[config.mk]
export PLATFORM = sky130hd
export DESIGN_NAME = pmc_top
export DESIGN_NICKNAME = d
export VERILOG_FILES = /design/src/design/pmc_pkg.sv /design/src/design/pmc_top.sv
export SDC_FILE = /design/constraint.sdc
export NUM_CORES = 1
export LEC_CHECK = 0
export ABC_AREA = 1
export BUFFER_PORTS_ARGS = -buffer_cell sky130_fd_sc_hd__buf_4
export CAP_MARGIN = 10
export CORE_MARGIN = 2
export CORE_UTILIZATION = 44
export DETAILED_ROUTE_END_ITERATION = 6
export PLACE_DENSITY_LB_ADDON = 0.2
export SYNTH_ARGS = -nofsm -noshare
export SYNTH_HDL_FRONTEND = slang
export SYNTH_SLANG_ARGS = --single-unit
export TNS_END_PERCENT = 50
[constraint.sdc]
create_clock -name core_clk -period 10 [get_ports core_clk]
set_clock_uncertainty 0.2 [all_clocks]
set_input_delay 1.5 -clock core_clk [delete_from_list [all_inputs] [get_ports core_clk]]
set_output_delay 1.5 -clock core_clk [all_outputs]
set_load 0.02 [all_outputs]
[src/design/pmc_pkg.sv]
// constants shared by the phy mode control block
// assumes a 250 MHz core clock and a 32-bit avalon-mm register port
package pmc_pkg;
  // ------------------------------------------------------------
  // clock and timing
  // ------------------------------------------------------------
  localparam int CLK_MHZ = 250;
  localparam int BLINK20_HALF_US = 25000; // half of a 20 Hz period
  localparam int FLP_BIT_US = 125; // clock pulse to clock pulse
  localparam int FLP_BURST_US = 16000; // burst to burst
  localparam int BLINK_CYC = BLINK20_HALF_US * CLK_MHZ;
  localparam int FLP_BIT_CYC = FLP_BIT_US * CLK_MHZ;
  localparam int FLP_BURST_CYC = FLP_BURST_US * CLK_MHZ;
  localparam int STRAP_CNT = 3; // reload count; straps taken at one, after the two sync stages refill
  // ------------------------------------------------------------
  // register indices, byte address is four times the index
  // ------------------------------------------------------------
  localparam logic [5:0] IDX_CTL = 6'h00;
  localparam logic [5:0] IDX_STS = 6'h01;
  localparam logic [5:0] IDX_ADV = 6'h04;
  localparam logic [5:0] IDX_LPA = 6'h05;
  localparam logic [5:0] IDX_MODE = 6'h10;
  // ------------------------------------------------------------
  // field positions
  // ------------------------------------------------------------
  localparam int CTL_RST = 15;
  localparam int CTL_SPD = 13;
  localparam int CTL_ANE = 12;
  localparam int CTL_PDN = 11;
  localparam int CTL_DUP = 8;
  localparam int STS_PRE = 6;
  localparam int STS_ANC = 5;
  localparam int STS_RF = 4;
  localparam int STS_LNK = 2;
  localparam int CW_RF = 13;
  localparam int CW_100FD = 8;
  localparam int CW_100HD = 7;
  localparam int CW_10FD = 6;
  localparam int CW_10HD = 5;
  localparam int CW_BITS = 16;
  // ------------------------------------------------------------
  // reset values
  // ------------------------------------------------------------
  localparam logic [15:0] CTL_RST_VAL = 16'h2100;
  localparam logic [15:0] CTL_WR_MASK = 16'h3900;
  localparam logic [15:0] ADV_RST_VAL = 16'h01E1;
  localparam logic [15:0] STS_BASE = 16'h7840;
  // negotiation states
  typedef enum logic [2:0] {
    AN_IDLE = 3'h1,
    AN_SEND = 3'h2,
    AN_DONE = 3'h4
  } pmc_an_t;
endpackage

[src/design/pmc_top.sv]
// phy mode control: duplex, negotiation, power down, leds, reset
// assumes pins arrive asynchronous to core_clk; sys_rst is the
// hardware reset pin, already inverted to active high
//
// Operation
// - full duplex ignores collision, crs on receive
// - half duplex flags collision, crs both directions
// - negotiation enabled by control bit or pin
// - bursts carry 16-bit word from advertisement
// - resolve highest common ability by priority
// - bursts after reset when enabled, else wait
// - negotiation off uses control speed and duplex
// - power down tri-states line, leds, mii
// - registers stay reachable while powered down
// - power down leaves on clear or reset
// - idle speed path is switched off outside negotiation
// - three-led mode speed, link/act, dup/col
// - four-led mode separate links plus activity
// - self-clearing soft reset raises reset-done
// - resets restore defaults and re-read straps
// - straps latched at reset, led pins then drive
// - status bit six reads one
// - frames without preamble accepted, one idle bit
// - local fault sets flag and renegotiates
// - partner fault flag sets status bit
`timescale 1ns/10ps
module pmc_top #(
  parameter int BLINK_CYC = pmc_pkg::BLINK_CYC,
  parameter int FLP_BIT_CYC = pmc_pkg::FLP_BIT_CYC,
  parameter int FLP_BURST_CYC = pmc_pkg::FLP_BURST_CYC
) (
  input wire logic core_clk,
  input wire logic sys_rst,
  input wire logic [7:0] avs_address,
  input wire logic avs_read,
  input wire logic avs_write,
  input wire logic [31:0] avs_writedata,
  output logic [31:0] avs_readdata,
  output logic avs_waitrequest,
  input wire logic mode_config_pin,
  input wire logic local_fault,
  input wire logic link_ok,
  input wire logic mii_tx_en,
  input wire logic rx_active,
  input wire logic lp_clk,
  input wire logic lp_dat,
  input wire logic lp_frame,
  output logic mii_crs,
  output logic mii_col,
  output logic mii_oe,
  output logic line_transmit_pair,
  output logic line_strobe,
  output logic line_oe,
  input wire logic [3:0] led_i,
  output logic [3:0] led_o,
  output logic [3:0] led_oe,
  output logic pwr100_en,
  output logic pwr10_en,
  output logic reset_done_output
);
  // ------------------------------------------------------------
  // parameter checks
  // ------------------------------------------------------------
  if (BLINK_CYC < 2 || FLP_BIT_CYC < 2 || FLP_BURST_CYC <
      FLP_BIT_CYC * pmc_pkg::CW_BITS) begin : g_chk
    $error("pmc_top: timing parameters too small");
  end

  function automatic logic [5:0] reg_idx(input logic [7:0] a);
    reg_idx = a[7:2];
  endfunction

  // ------------------------------------------------------------
  // pin synchronisers
  // ------------------------------------------------------------
  localparam int NS = 9;
  logic [NS-1:0] pin_raw;
  logic [NS-1:0] sync1_ff;
  logic [NS-1:0] sync2_ff;
  assign pin_raw = {led_i[0], mode_config_pin, local_fault, link_ok,
                    mii_tx_en, rx_active, lp_clk, lp_dat, lp_frame};
  // first stage feeds only the second
  always_ff @(posedge core_clk or posedge sys_rst) begin
    if (sys_rst) begin
      sync1_ff <= '0;
      sync2_ff <= '0;
    end else begin
      sync1_ff <= pin_raw;
      sync2_ff <= sync1_ff;
    end
  end
  logic s_ledstrap, s_modecfg, s_fault, s_link, s_tx, s_rx;
  logic s_lpclk, s_lpdat, s_lpfrm;
  assign {s_ledstrap, s_modecfg, s_fault, s_link, s_tx, s_rx,
          s_lpclk, s_lpdat, s_lpfrm} = sync2_ff;

  // ------------------------------------------------------------
  // avalon slave, one wait cycle per access
  // ------------------------------------------------------------
  logic wait_ff, rd_acc, wr_acc;
  logic [31:0] rdata_ff;
  logic [31:0] nxt_rdata;
  logic [15:0] ctl_ff, adv_ff, lpa_ff;
  logic soft_rst_ff, lp_rf_ff, led4_ff, spd_ff, fd_ff;
  logic [1:0] strap_cnt_ff;
  pmc_pkg::pmc_an_t an_ff;
  assign rd_acc = avs_read && !wait_ff;
  assign wr_acc = avs_write && !wait_ff;
  // waitrequest drops for one cycle per request; no state touched
  // by power down, so access always works
  always_ff @(posedge core_clk or posedge sys_rst) begin
    if (sys_rst) begin
      wait_ff <= 1'b1;
      rdata_ff <= '0;
    end else begin
      // back-to-back requests each get one wait cycle and need no idle gap
      wait_ff <= !(wait_ff && (avs_read || avs_write));
      rdata_ff <= nxt_rdata;
    end
  end
  // read mux; unmapped reads return zero
  always_comb begin
    nxt_rdata = '0;
    case (reg_idx(avs_address))
      pmc_pkg::IDX_CTL: nxt_rdata[15:0] = ctl_ff;
      pmc_pkg::IDX_STS: begin
        nxt_rdata[15:0] = pmc_pkg::STS_BASE;
        nxt_rdata[pmc_pkg::STS_ANC] = (an_ff == pmc_pkg::AN_DONE);
        nxt_rdata[pmc_pkg::STS_RF] = lp_rf_ff;
        nxt_rdata[pmc_pkg::STS_LNK] = s_link;
      end
      pmc_pkg::IDX_ADV: nxt_rdata[15:0] = adv_ff;
      pmc_pkg::IDX_LPA: nxt_rdata[15:0] = lpa_ff;
      pmc_pkg::IDX_MODE: nxt_rdata[4:0] = {led4_ff, spd_ff, fd_ff,
                                           (an_ff == pmc_pkg::AN_DONE),
                                           strap_cnt_ff == 2'h0};
      default: nxt_rdata = '0;
    endcase
  end
  assign avs_waitrequest = wait_ff;
  assign avs_readdata = rdata_ff;

  // ------------------------------------------------------------
  // reset, soft reset and strap capture
  // ------------------------------------------------------------
  logic ctl_wr, strap_take;
  assign ctl_wr = wr_acc && reg_idx(avs_address) == pmc_pkg::IDX_CTL;
  // the syncs need their depth to fill after release, so straps
  // are taken only when the count reaches one
  assign strap_take = (strap_cnt_ff == 2'h1);
  always_ff @(posedge core_clk or posedge sys_rst) begin
    if (sys_rst) begin
      soft_rst_ff <= 1'b0;
      strap_cnt_ff <= 2'(pmc_pkg::STRAP_CNT);
      led4_ff <= 1'b0;
    end else begin
      soft_rst_ff <= ctl_wr && avs_writedata[pmc_pkg::CTL_RST];
      if (soft_rst_ff)
        strap_cnt_ff <= 2'(pmc_pkg::STRAP_CNT);
      else if (strap_cnt_ff != 2'h0)
        strap_cnt_ff <= strap_cnt_ff - 2'h1;
      if (strap_take)
        led4_ff <= s_ledstrap;
    end
  end
  // reset-done rises once straps are in and pins may drive
  always_ff @(posedge core_clk or posedge sys_rst) begin
    if (sys_rst)
      reset_done_output <= 1'b0;
    else
      reset_done_output <= (strap_cnt_ff == 2'h0) && !soft_rst_ff;
  end

  // ------------------------------------------------------------
  // control and advertisement registers
  // ------------------------------------------------------------
  logic an_en, pdn;
  assign an_en = ctl_ff[pmc_pkg::CTL_ANE];
  assign pdn = ctl_ff[pmc_pkg::CTL_PDN];
  // reset bit is never stored, so it reads back as zero
  always_ff @(posedge core_clk or posedge sys_rst) begin
    if (sys_rst) begin
      ctl_ff <= pmc_pkg::CTL_RST_VAL;
      adv_ff <= pmc_pkg::ADV_RST_VAL;
    end else if (soft_rst_ff) begin
      ctl_ff <= pmc_pkg::CTL_RST_VAL;
      adv_ff <= pmc_pkg::ADV_RST_VAL;
    end else begin
      if (strap_take)
        ctl_ff[pmc_pkg::CTL_ANE] <= s_modecfg;
      else if (ctl_wr && !avs_writedata[pmc_pkg::CTL_RST])
        ctl_ff <= avs_writedata[15:0] & pmc_pkg::CTL_WR_MASK;
      if (wr_acc && reg_idx(avs_address) == pmc_pkg::IDX_ADV)
        adv_ff <= avs_writedata[15:0];
    end
  end

  // ------------------------------------------------------------
  // partner code word receiver
  // ------------------------------------------------------------
  logic lpclk_d_ff, lp_word_vld;
  logic [15:0] lp_sh_ff;
  logic [4:0] lp_cnt_ff;
  // bits shift on the sampled partner clock's rising edge; the
  // frame signal resyncs the count so a broken burst is dropped
  always_ff @(posedge core_clk or posedge sys_rst) begin
    if (sys_rst) begin
      lpclk_d_ff <= 1'b0;
      lp_sh_ff <= '0;
      lp_cnt_ff <= '0;
    end else begin
      lpclk_d_ff <= s_lpclk;
      if (!s_lpfrm || lp_word_vld)
        lp_cnt_ff <= '0;
      else if (s_lpclk && !lpclk_d_ff) begin
        lp_sh_ff <= {s_lpdat, lp_sh_ff[15:1]};
        lp_cnt_ff <= lp_cnt_ff + 5'h1;
      end
    end
  end
  assign lp_word_vld = (lp_cnt_ff == 5'(pmc_pkg::CW_BITS));

  // ------------------------------------------------------------
  // negotiation state machine and remote fault
  // ------------------------------------------------------------
  logic fault_d_ff, fault_rise, rf_flag_ff, an_go;
  assign fault_rise = s_fault && !fault_d_ff;
  assign an_go = an_en && !pdn && reset_done_output;
  always_ff @(posedge core_clk or posedge sys_rst) begin
    if (sys_rst)
      an_ff <= pmc_pkg::AN_IDLE;
    else if (soft_rst_ff)
      an_ff <= pmc_pkg::AN_IDLE;
    else begin
      case (an_ff)
        pmc_pkg::AN_IDLE:
          if (an_go)
            an_ff <= pmc_pkg::AN_SEND;
        pmc_pkg::AN_SEND:
          if (!an_go)
            an_ff <= pmc_pkg::AN_IDLE;
          else if (lp_word_vld)
            an_ff <= pmc_pkg::AN_DONE;
        pmc_pkg::AN_DONE:
          if (!an_go)
            an_ff <= pmc_pkg::AN_IDLE;
          else if (fault_rise)
            an_ff <= pmc_pkg::AN_SEND;
        default: an_ff <= pmc_pkg::AN_IDLE;
      endcase
    end
  end
  // fault flag: a new fault wins over the clear from success
  always_ff @(posedge core_clk or posedge sys_rst) begin
    if (sys_rst) begin
      fault_d_ff <= 1'b0;
      rf_flag_ff <= 1'b0;
      lp_rf_ff <= 1'b0;
      lpa_ff <= '0;
    end else begin
      fault_d_ff <= s_fault;
      if (fault_rise)
        rf_flag_ff <= 1'b1;
      else if (soft_rst_ff || (an_ff == pmc_pkg::AN_SEND && lp_word_vld))
        rf_flag_ff <= 1'b0;
      if (lp_word_vld && lp_sh_ff[pmc_pkg::CW_RF])
        lp_rf_ff <= 1'b1;
      else if (soft_rst_ff ||
               (rd_acc && reg_idx(avs_address) == pmc_pkg::IDX_STS))
        lp_rf_ff <= 1'b0;
      if (soft_rst_ff)
        lpa_ff <= '0;
      else if (lp_word_vld)
        lpa_ff <= lp_sh_ff;
    end
  end

  // ------------------------------------------------------------
  // fast link pulse burst generator
  // ------------------------------------------------------------
  logic [31:0] burst_cnt_ff, bit_cnt_ff;
  logic [4:0] bit_idx_ff;
  logic [15:0] tx_word;
  logic sending;
  assign sending = (an_ff == pmc_pkg::AN_SEND);
  always_comb begin
    tx_word = adv_ff;
    tx_word[pmc_pkg::CW_RF] = adv_ff[pmc_pkg::CW_RF] | rf_flag_ff;
  end
  // one word bit per pulse slot, then quiet until the next burst
  always_ff @(posedge core_clk or posedge sys_rst) begin
    if (sys_rst) begin
      burst_cnt_ff <= '0;
      bit_cnt_ff <= '0;
      bit_idx_ff <= '0;
      line_transmit_pair <= 1'b0;
      line_strobe <= 1'b0;
      line_oe <= 1'b0;
    end else begin
      line_oe <= !pdn && reset_done_output;
      line_strobe <= 1'b0;
      if (!sending) begin
        burst_cnt_ff <= '0;
        bit_cnt_ff <= '0;
        bit_idx_ff <= '0;
        line_transmit_pair <= 1'b0;
      end else begin
        burst_cnt_ff <= (burst_cnt_ff == 32'(FLP_BURST_CYC - 1)) ?
                        '0 : burst_cnt_ff + 32'h1;
        if (burst_cnt_ff == 32'h0) begin
          bit_idx_ff <= '0;
          bit_cnt_ff <= '0;
        end else if (bit_cnt_ff == 32'(FLP_BIT_CYC - 1)) begin
          bit_cnt_ff <= '0;
          if (bit_idx_ff != 5'(pmc_pkg::CW_BITS))
            bit_idx_ff <= bit_idx_ff + 5'h1;
        end else
          bit_cnt_ff <= bit_cnt_ff + 32'h1;
        if (bit_idx_ff != 5'(pmc_pkg::CW_BITS)) begin
          line_transmit_pair <= tx_word[bit_idx_ff[3:0]];
          line_strobe <= (bit_cnt_ff == 32'h0);
        end else
          line_transmit_pair <= 1'b0;
      end
    end
  end

  // ------------------------------------------------------------
  // speed and duplex resolution, mii status, power paths
  // ------------------------------------------------------------
  logic [15:0] common;
  logic nxt_spd, nxt_fd;
  assign common = adv_ff & lpa_ff;
  always_comb begin
    nxt_spd = ctl_ff[pmc_pkg::CTL_SPD];
    nxt_fd = ctl_ff[pmc_pkg::CTL_DUP];
    if (an_en) begin
      nxt_spd = common[pmc_pkg::CW_100FD] | common[pmc_pkg::CW_100HD];
      nxt_fd = common[pmc_pkg::CW_100FD] | (!nxt_spd &&
               common[pmc_pkg::CW_10FD]);
    end
  end
  always_ff @(posedge core_clk or posedge sys_rst) begin
    if (sys_rst) begin
      spd_ff <= 1'b0;
      fd_ff <= 1'b0;
      mii_crs <= 1'b0;
      mii_col <= 1'b0;
      mii_oe <= 1'b0;
      pwr100_en <= 1'b0;
      pwr10_en <= 1'b0;
    end else begin
      spd_ff <= nxt_spd;
      fd_ff <= nxt_fd;
      mii_crs <= fd_ff ? s_rx : (s_rx || s_tx);
      mii_col <= !fd_ff && s_rx && s_tx;
      mii_oe <= !pdn && reset_done_output;
      // both paths stay up while negotiation is still in flight
      pwr100_en <= !pdn && (spd_ff || sending);
      pwr10_en <= !pdn && (!spd_ff || sending);
    end
  end

  // ------------------------------------------------------------
  // led blink timers and display modes
  // ------------------------------------------------------------
  logic [31:0] blink_cnt_ff;
  logic blink20_ff, blink10_ff, act, coll;
  assign act = s_rx || s_tx;
  assign coll = !fd_ff && s_rx && s_tx;
  // 10 Hz derived from the 20 Hz toggle so the two stay in phase
  always_ff @(posedge core_clk or posedge sys_rst) begin
    if (sys_rst) begin
      blink_cnt_ff <= '0;
      blink20_ff <= 1'b0;
      blink10_ff <= 1'b0;
    end else if (blink_cnt_ff == 32'(BLINK_CYC - 1)) begin
      blink_cnt_ff <= '0;
      blink20_ff <= !blink20_ff;
      if (blink20_ff)
        blink10_ff <= !blink10_ff;
    end else
      blink_cnt_ff <= blink_cnt_ff + 32'h1;
  end
  // strap pins turn into led drivers only after reset-done
  always_ff @(posedge core_clk or posedge sys_rst) begin
    if (sys_rst) begin
      led_o <= '0;
      led_oe <= '0;
    end else begin
      led_oe <= {4{!pdn && reset_done_output}};
      led_o[3] <= led4_ff && (coll ? blink20_ff : fd_ff);
      if (led4_ff) begin
        led_o[0] <= s_link && spd_ff;
        led_o[1] <= s_link && !spd_ff;
        led_o[2] <= act && blink10_ff;
      end else begin
        led_o[0] <= spd_ff;
        led_o[1] <= s_link && (act && !coll ? blink10_ff : 1'b1);
        led_o[2] <= coll ? blink20_ff : fd_ff;
      end
    end
  end
endmodule

==> results_tabular.tex <==
\begin{tabular}{lr}
\hline
Metric & Value \\
\hline
\multicolumn{2}{l}{\textbf{Clock network}} \\
Count of cells resized by post-cts repair & 0 \\
CTS root buffer & sky130\_fd\_sc\_hd\_\_clkbuf\_16 \\
Worst-Skew Late Latency & 0.55 ns \\
Post-CTS clock slew at the launch and capture registers of the worst setup and hold paths & 0.06 ns \\
Largest buffer count on any clock path & 3 \\
Number of buffers created by CTS & 25 \\
Sink Count & 220 \\
Hold Buf Count CTS & 0 \\
Number of H-tree levels & 1 \\
Post-CTS Setup Inserts & 0 \\
Clock tree from TritonCTS & yes \\
\multicolumn{2}{l}{\textbf{Global routing}} \\
Vias in the first global route & 9102 \\
Initial antenna violation count & 0 \\
Global-route wire length before repair & 45500 µm \\
Maximum number of pins on one net before global-route repair & 141 \\
Total gr overflow & 0 \\
Total track usage & 0.210 \\
\multicolumn{2}{l}{\textbf{Final layout}} \\
Fin nets & 1603 \\
Antenna Cells & 0 \\
Fill cell total of the finished layout & 2495 \\
Final design area excluding fillers & 12800 µm² \\
Final instance count without filler cells & 1883 \\
Most frequent cells in the layout & sky130\_fd\_sc\_hd\_\_nand2\_1 (333), sky130\_fd\_sc\_hd\_\_nor2\_1 (279), sky130\_fd\_sc\_hd\_\_dfrtp\_1 (209), sky130\_fd\_sc\_hd\_\_inv\_1 (187), sky130\_fd\_sc\_hd\_\_nand3\_1 (129) \\
Final standard cell utilization of the core & 0.510 \\
Synthesis-to-layout area growth & 14.0\% \\
Most common library cell in the layout ignoring fill and taps & sky130\_fd\_sc\_hd\_\_nand2\_1 \\
Fraction of layout cells with a size suffix above 1 & 0.0947 \\
\multicolumn{2}{l}{\textbf{STA}} \\
Final hold viol count & 0 \\
Final count of pins violating max slew & 0 \\
Final setup violation count & 0 \\
Portion of the clock cycle consumed by the worst path in the final layout & 0.327 \\
Final sum of negative setup slack & 0 ns \\
Clock period minus worst slack & 3.27 ns \\
Maximum clock frequency & 306 MHz \\
Transition time at the pin with the least slew margin & 0.996 ns \\
Slew HR & 0.336 \\
RSZ-0062 raised after global routing & no \\
\multicolumn{2}{l}{\textbf{Routing}} \\
First-pass DRT Iterations & 5 \\
Residual antenna-violating net count after detailed routing & 0 \\
Iter 0 DRT Violations & 685 \\
Remaining design rule violation count & 0 \\
Total number of vias & 9453 \\
Vias/cell & 5.02 \\
Average wire per standard cell & 14.6 µm \\
Detailed-route wire length & 27500 µm \\
\multicolumn{2}{l}{\textbf{Floorplanning}} \\
Full die area & 26900 µm² \\
Site row count & 58 \\
Starting utilization of the core area & 0.448 \\
Floorplan die width & 164 µm \\
Area of the core & 25200 µm² \\
Floorplan die height & 164 µm \\
I/O pin total & 106 \\
\multicolumn{2}{l}{\textbf{Min path}} \\
Worst Hold Path EP & sync2\_ff[3] \\
Launch instance of the worst min-delay path & sync1\_ff[3] \\
Worst hold path cell count & 0 \\
Worst min path class & reg2reg \\
\multicolumn{2}{l}{\textbf{Run}} \\
Number of maximum-capacitance constraint violations & 0 \\
\multicolumn{2}{l}{\textbf{Critical path}} \\
Critical-path cell list & buf\_4 > nor2\_1 > nand3\_1 > o21ai\_1 > inv\_1 > a22oi\_1 \\
Slowest CP cell & sky130\_fd\_sc\_hd\_\_o21ai\_1 \\
Arrival @ worst endpoint & 3.54 ns \\
Required time reported for the critical path endpoint & 10.27 ns \\
Worst path max stage delay & 0.84 ns \\
Critical path type & in2reg \\
Reg2reg start & lp\_cnt\_ff[0] \\
Startpoint class of the critical path & input port \\
Kind of capture point of the worst setup path & flip-flop \\
Setup slack of the worst register-to-register path & 7.24 ns \\
Worst r2r dst & lp\_sh\_ff[1] \\
Depth of the worst register-to-register path & 8 \\
Critical path peak fanout & 15 \\
\multicolumn{2}{l}{\textbf{Placed design}} \\
Gp weighted congestion & 0.920 \\
Hpwl dp & 20000 µm \\
Total of buffers placed on input and output ports & 68 \\
Inst Count DP & 1838 \\
Placement-stage cell area & 12000 µm² \\
\multicolumn{2}{l}{\textbf{Pwr}} \\
Pwr/cell area & 168 nW/µm² \\
Maximum ir drop on the vdd rail & 0.000154 V \\
Total leakage power & 5.98 nW \\
\multicolumn{2}{l}{\textbf{Yosys}} \\
Post-synth cell types & 39 \\
Share of synthesized area occupied by flip-flops and latches & 0.490 \\
Total number of yosys warnings & 0 \\
Register bit total from synthesis & 220 \\
Avg Inst Size Synth & 7.70 µm² \\
Gate count after technology mapping & 1464 \\
Area of the mapped netlist & 11300 µm² \\
\multicolumn{2}{l}{\textbf{Run status}} \\
Status & finished clean \\
\hline
\end{tabular}
power by group:
group	internal [mW]	switching, mW
registers	0.956	0.0393
logic	0.0848	0.163
clock network	0.545	0.377
worst max path at each step:
stage / startpoint / to / slack (ns) / depth (start not counted)
after detailed placement: avs_address[7] / adv_ff[8] / 6.14 / 6
after CTS: avs_address[3] / adv_ff[8] / 6.71 / 6
final: avs_address[3] / adv_ff[8] / 6.73 / 6
after floorplan: sys_rst / adv_ff[10] / 2.30 / 1
after global placement: avs_address[3] / adv_ff[8] / 6.19 / 6
after global routing: avs_address[3] / adv_ff[8] / 6.49 / 6
per-stage QoR:
stage	power [mW]	setup WS [ns]	hold WS [ns]
global placement	1.26	6.19	0.132
finish	2.17	6.73	0.146
floorplan	1.17	2.30	0.131
detailed placement	1.26	6.14	0.136
global route	2.27	6.49	0.155
CTS	2.19	6.71	0.149
registers in the layout, indices dropped and copies added (netlist names), 2 cells and up:
signal        cells
sync1_ff          9
lp_sh_ff         16
strap_cnt_ff      2
an_ff             3
bit_idx_ff        5
sync2_ff          9
ctl_ff            4
avs_readdata     16
lp_cnt_ff         5
lpa_ff           16
blink_cnt_ff     32
bit_cnt_ff       32
adv_ff           16
led_o             4
burst_cnt_ff     32
layout make-up:
class                           instances  area (µm²)  share of cell area
Sequential cell                       220        5520               0.430
Multi-Input combinational cell       1024        4830               0.376
Inverter                              192         728              0.0567
Clock buffer                           37         711              0.0553
Timing Repair Buffer                   72         541              0.0421
Tap cell                              330         413              0.0321
Clock inverter                          8         111             0.00867
cells in the mapped netlist:
cell,number,share of area
sky130_fd_sc_hd__nor4_1,1,0.00056
sky130_fd_sc_hd__a22oi_1,3,0.0020
sky130_fd_sc_hd__inv_1,188,0.063
sky130_fd_sc_hd__nand3b_1,1,0.00067
sky130_fd_sc_hd__nor2_1,279,0.093
sky130_fd_sc_hd__o21ai_1,1,0.00044
sky130_fd_sc_hd__xnor2_1,6,0.0047
sky130_fd_sc_hd__xor2_1,45,0.035
sky130_fd_sc_hd__o31ai_1,1,0.00067
sky130_fd_sc_hd__dfrtp_1,209,0.46
sky130_fd_sc_hd__clkbuf_1,12,0.0040
sky130_fd_sc_hd__o2111ai_1,2,0.0016
sky130_fd_sc_hd__nand2_1,333,0.11
sky130_fd_sc_hd__o221ai_1,8,0.0062
sky130_fd_sc_hd__buf_2,7,0.0031
sky130_fd_sc_hd__and2_2,1,0.00067
sky130_fd_sc_hd__o21ai_2,1,0.00078
sky130_fd_sc_hd__and3b_1,1,0.00078
sky130_fd_sc_hd__o22ai_1,8,0.0044
sky130_fd_sc_hd__and3_1,2,0.0011
sky130_fd_sc_hd__a21oi_1,30,0.013
sky130_fd_sc_hd__ha_1,12,0.013
sky130_fd_sc_hd__nor2_2,5,0.0028
sky130_fd_sc_hd__nor3b_1,2,0.0013
sky130_fd_sc_hd__clkinv_1,2,0.00067
sky130_fd_sc_hd__buf_4,22,0.015
sky130_fd_sc_hd__a21o_1,6,0.0040
sky130_fd_sc_hd__nor3_1,35,0.016
sky130_fd_sc_hd__dfstp_2,11,0.026
sky130_fd_sc_hd__nand4_1,18,0.010
sky130_fd_sc_hd__nor2_4,6,0.0060
sky130_fd_sc_hd__nand2_2,5,0.0028
sky130_fd_sc_hd__nor3_2,5,0.0044
sky130_fd_sc_hd__buf_6,2,0.0020
sky130_fd_sc_hd__nand3_1,130,0.058
sky130_fd_sc_hd__o211ai_1,4,0.0027
sky130_fd_sc_hd__conb_1,1,0.00033
sky130_fd_sc_hd__inv_2,2,0.00067
sky130_fd_sc_hd__o21ai_0,57,0.025
cell families (layout without fill, tap and decap cells):
logic type | Yosys count | in the layout | share of synthesized area
other | 1 | 16 | 0.000333
AOI/OAI and AO/OA | 121 | 121 | 0.0614
adders and majority gates | 12 | 12 | 0.0133
and+or+nand+nor | 824 | 824 | 0.308
buffers and inverters | 235 | 309 | 0.0877
xor gates and xnor gates | 51 | 51 | 0.0396
DFF | 220 | 220 | 0.490
critical path, delay by kind of cell:
| kind | cells | cell delay (ns) |
|---|---|---|
| compound gates | 2 | 1.05 |
| buf+inv | 2 | 0.36 |
| simple gates | 2 | 0.63 |
per-layer routing:
layer / global-route usage / vias up / part of all wire
met2: 0.338 / 183 / 0.46
met3: 0.0258 / 54 / 0.040
met4: 0.0562 / 0 / 0.026
li1: - / 4739 / -
met1: 0.300 / 4477 / 0.47
met5: 0 / - / 0
(Power assumes the default switching activity.)
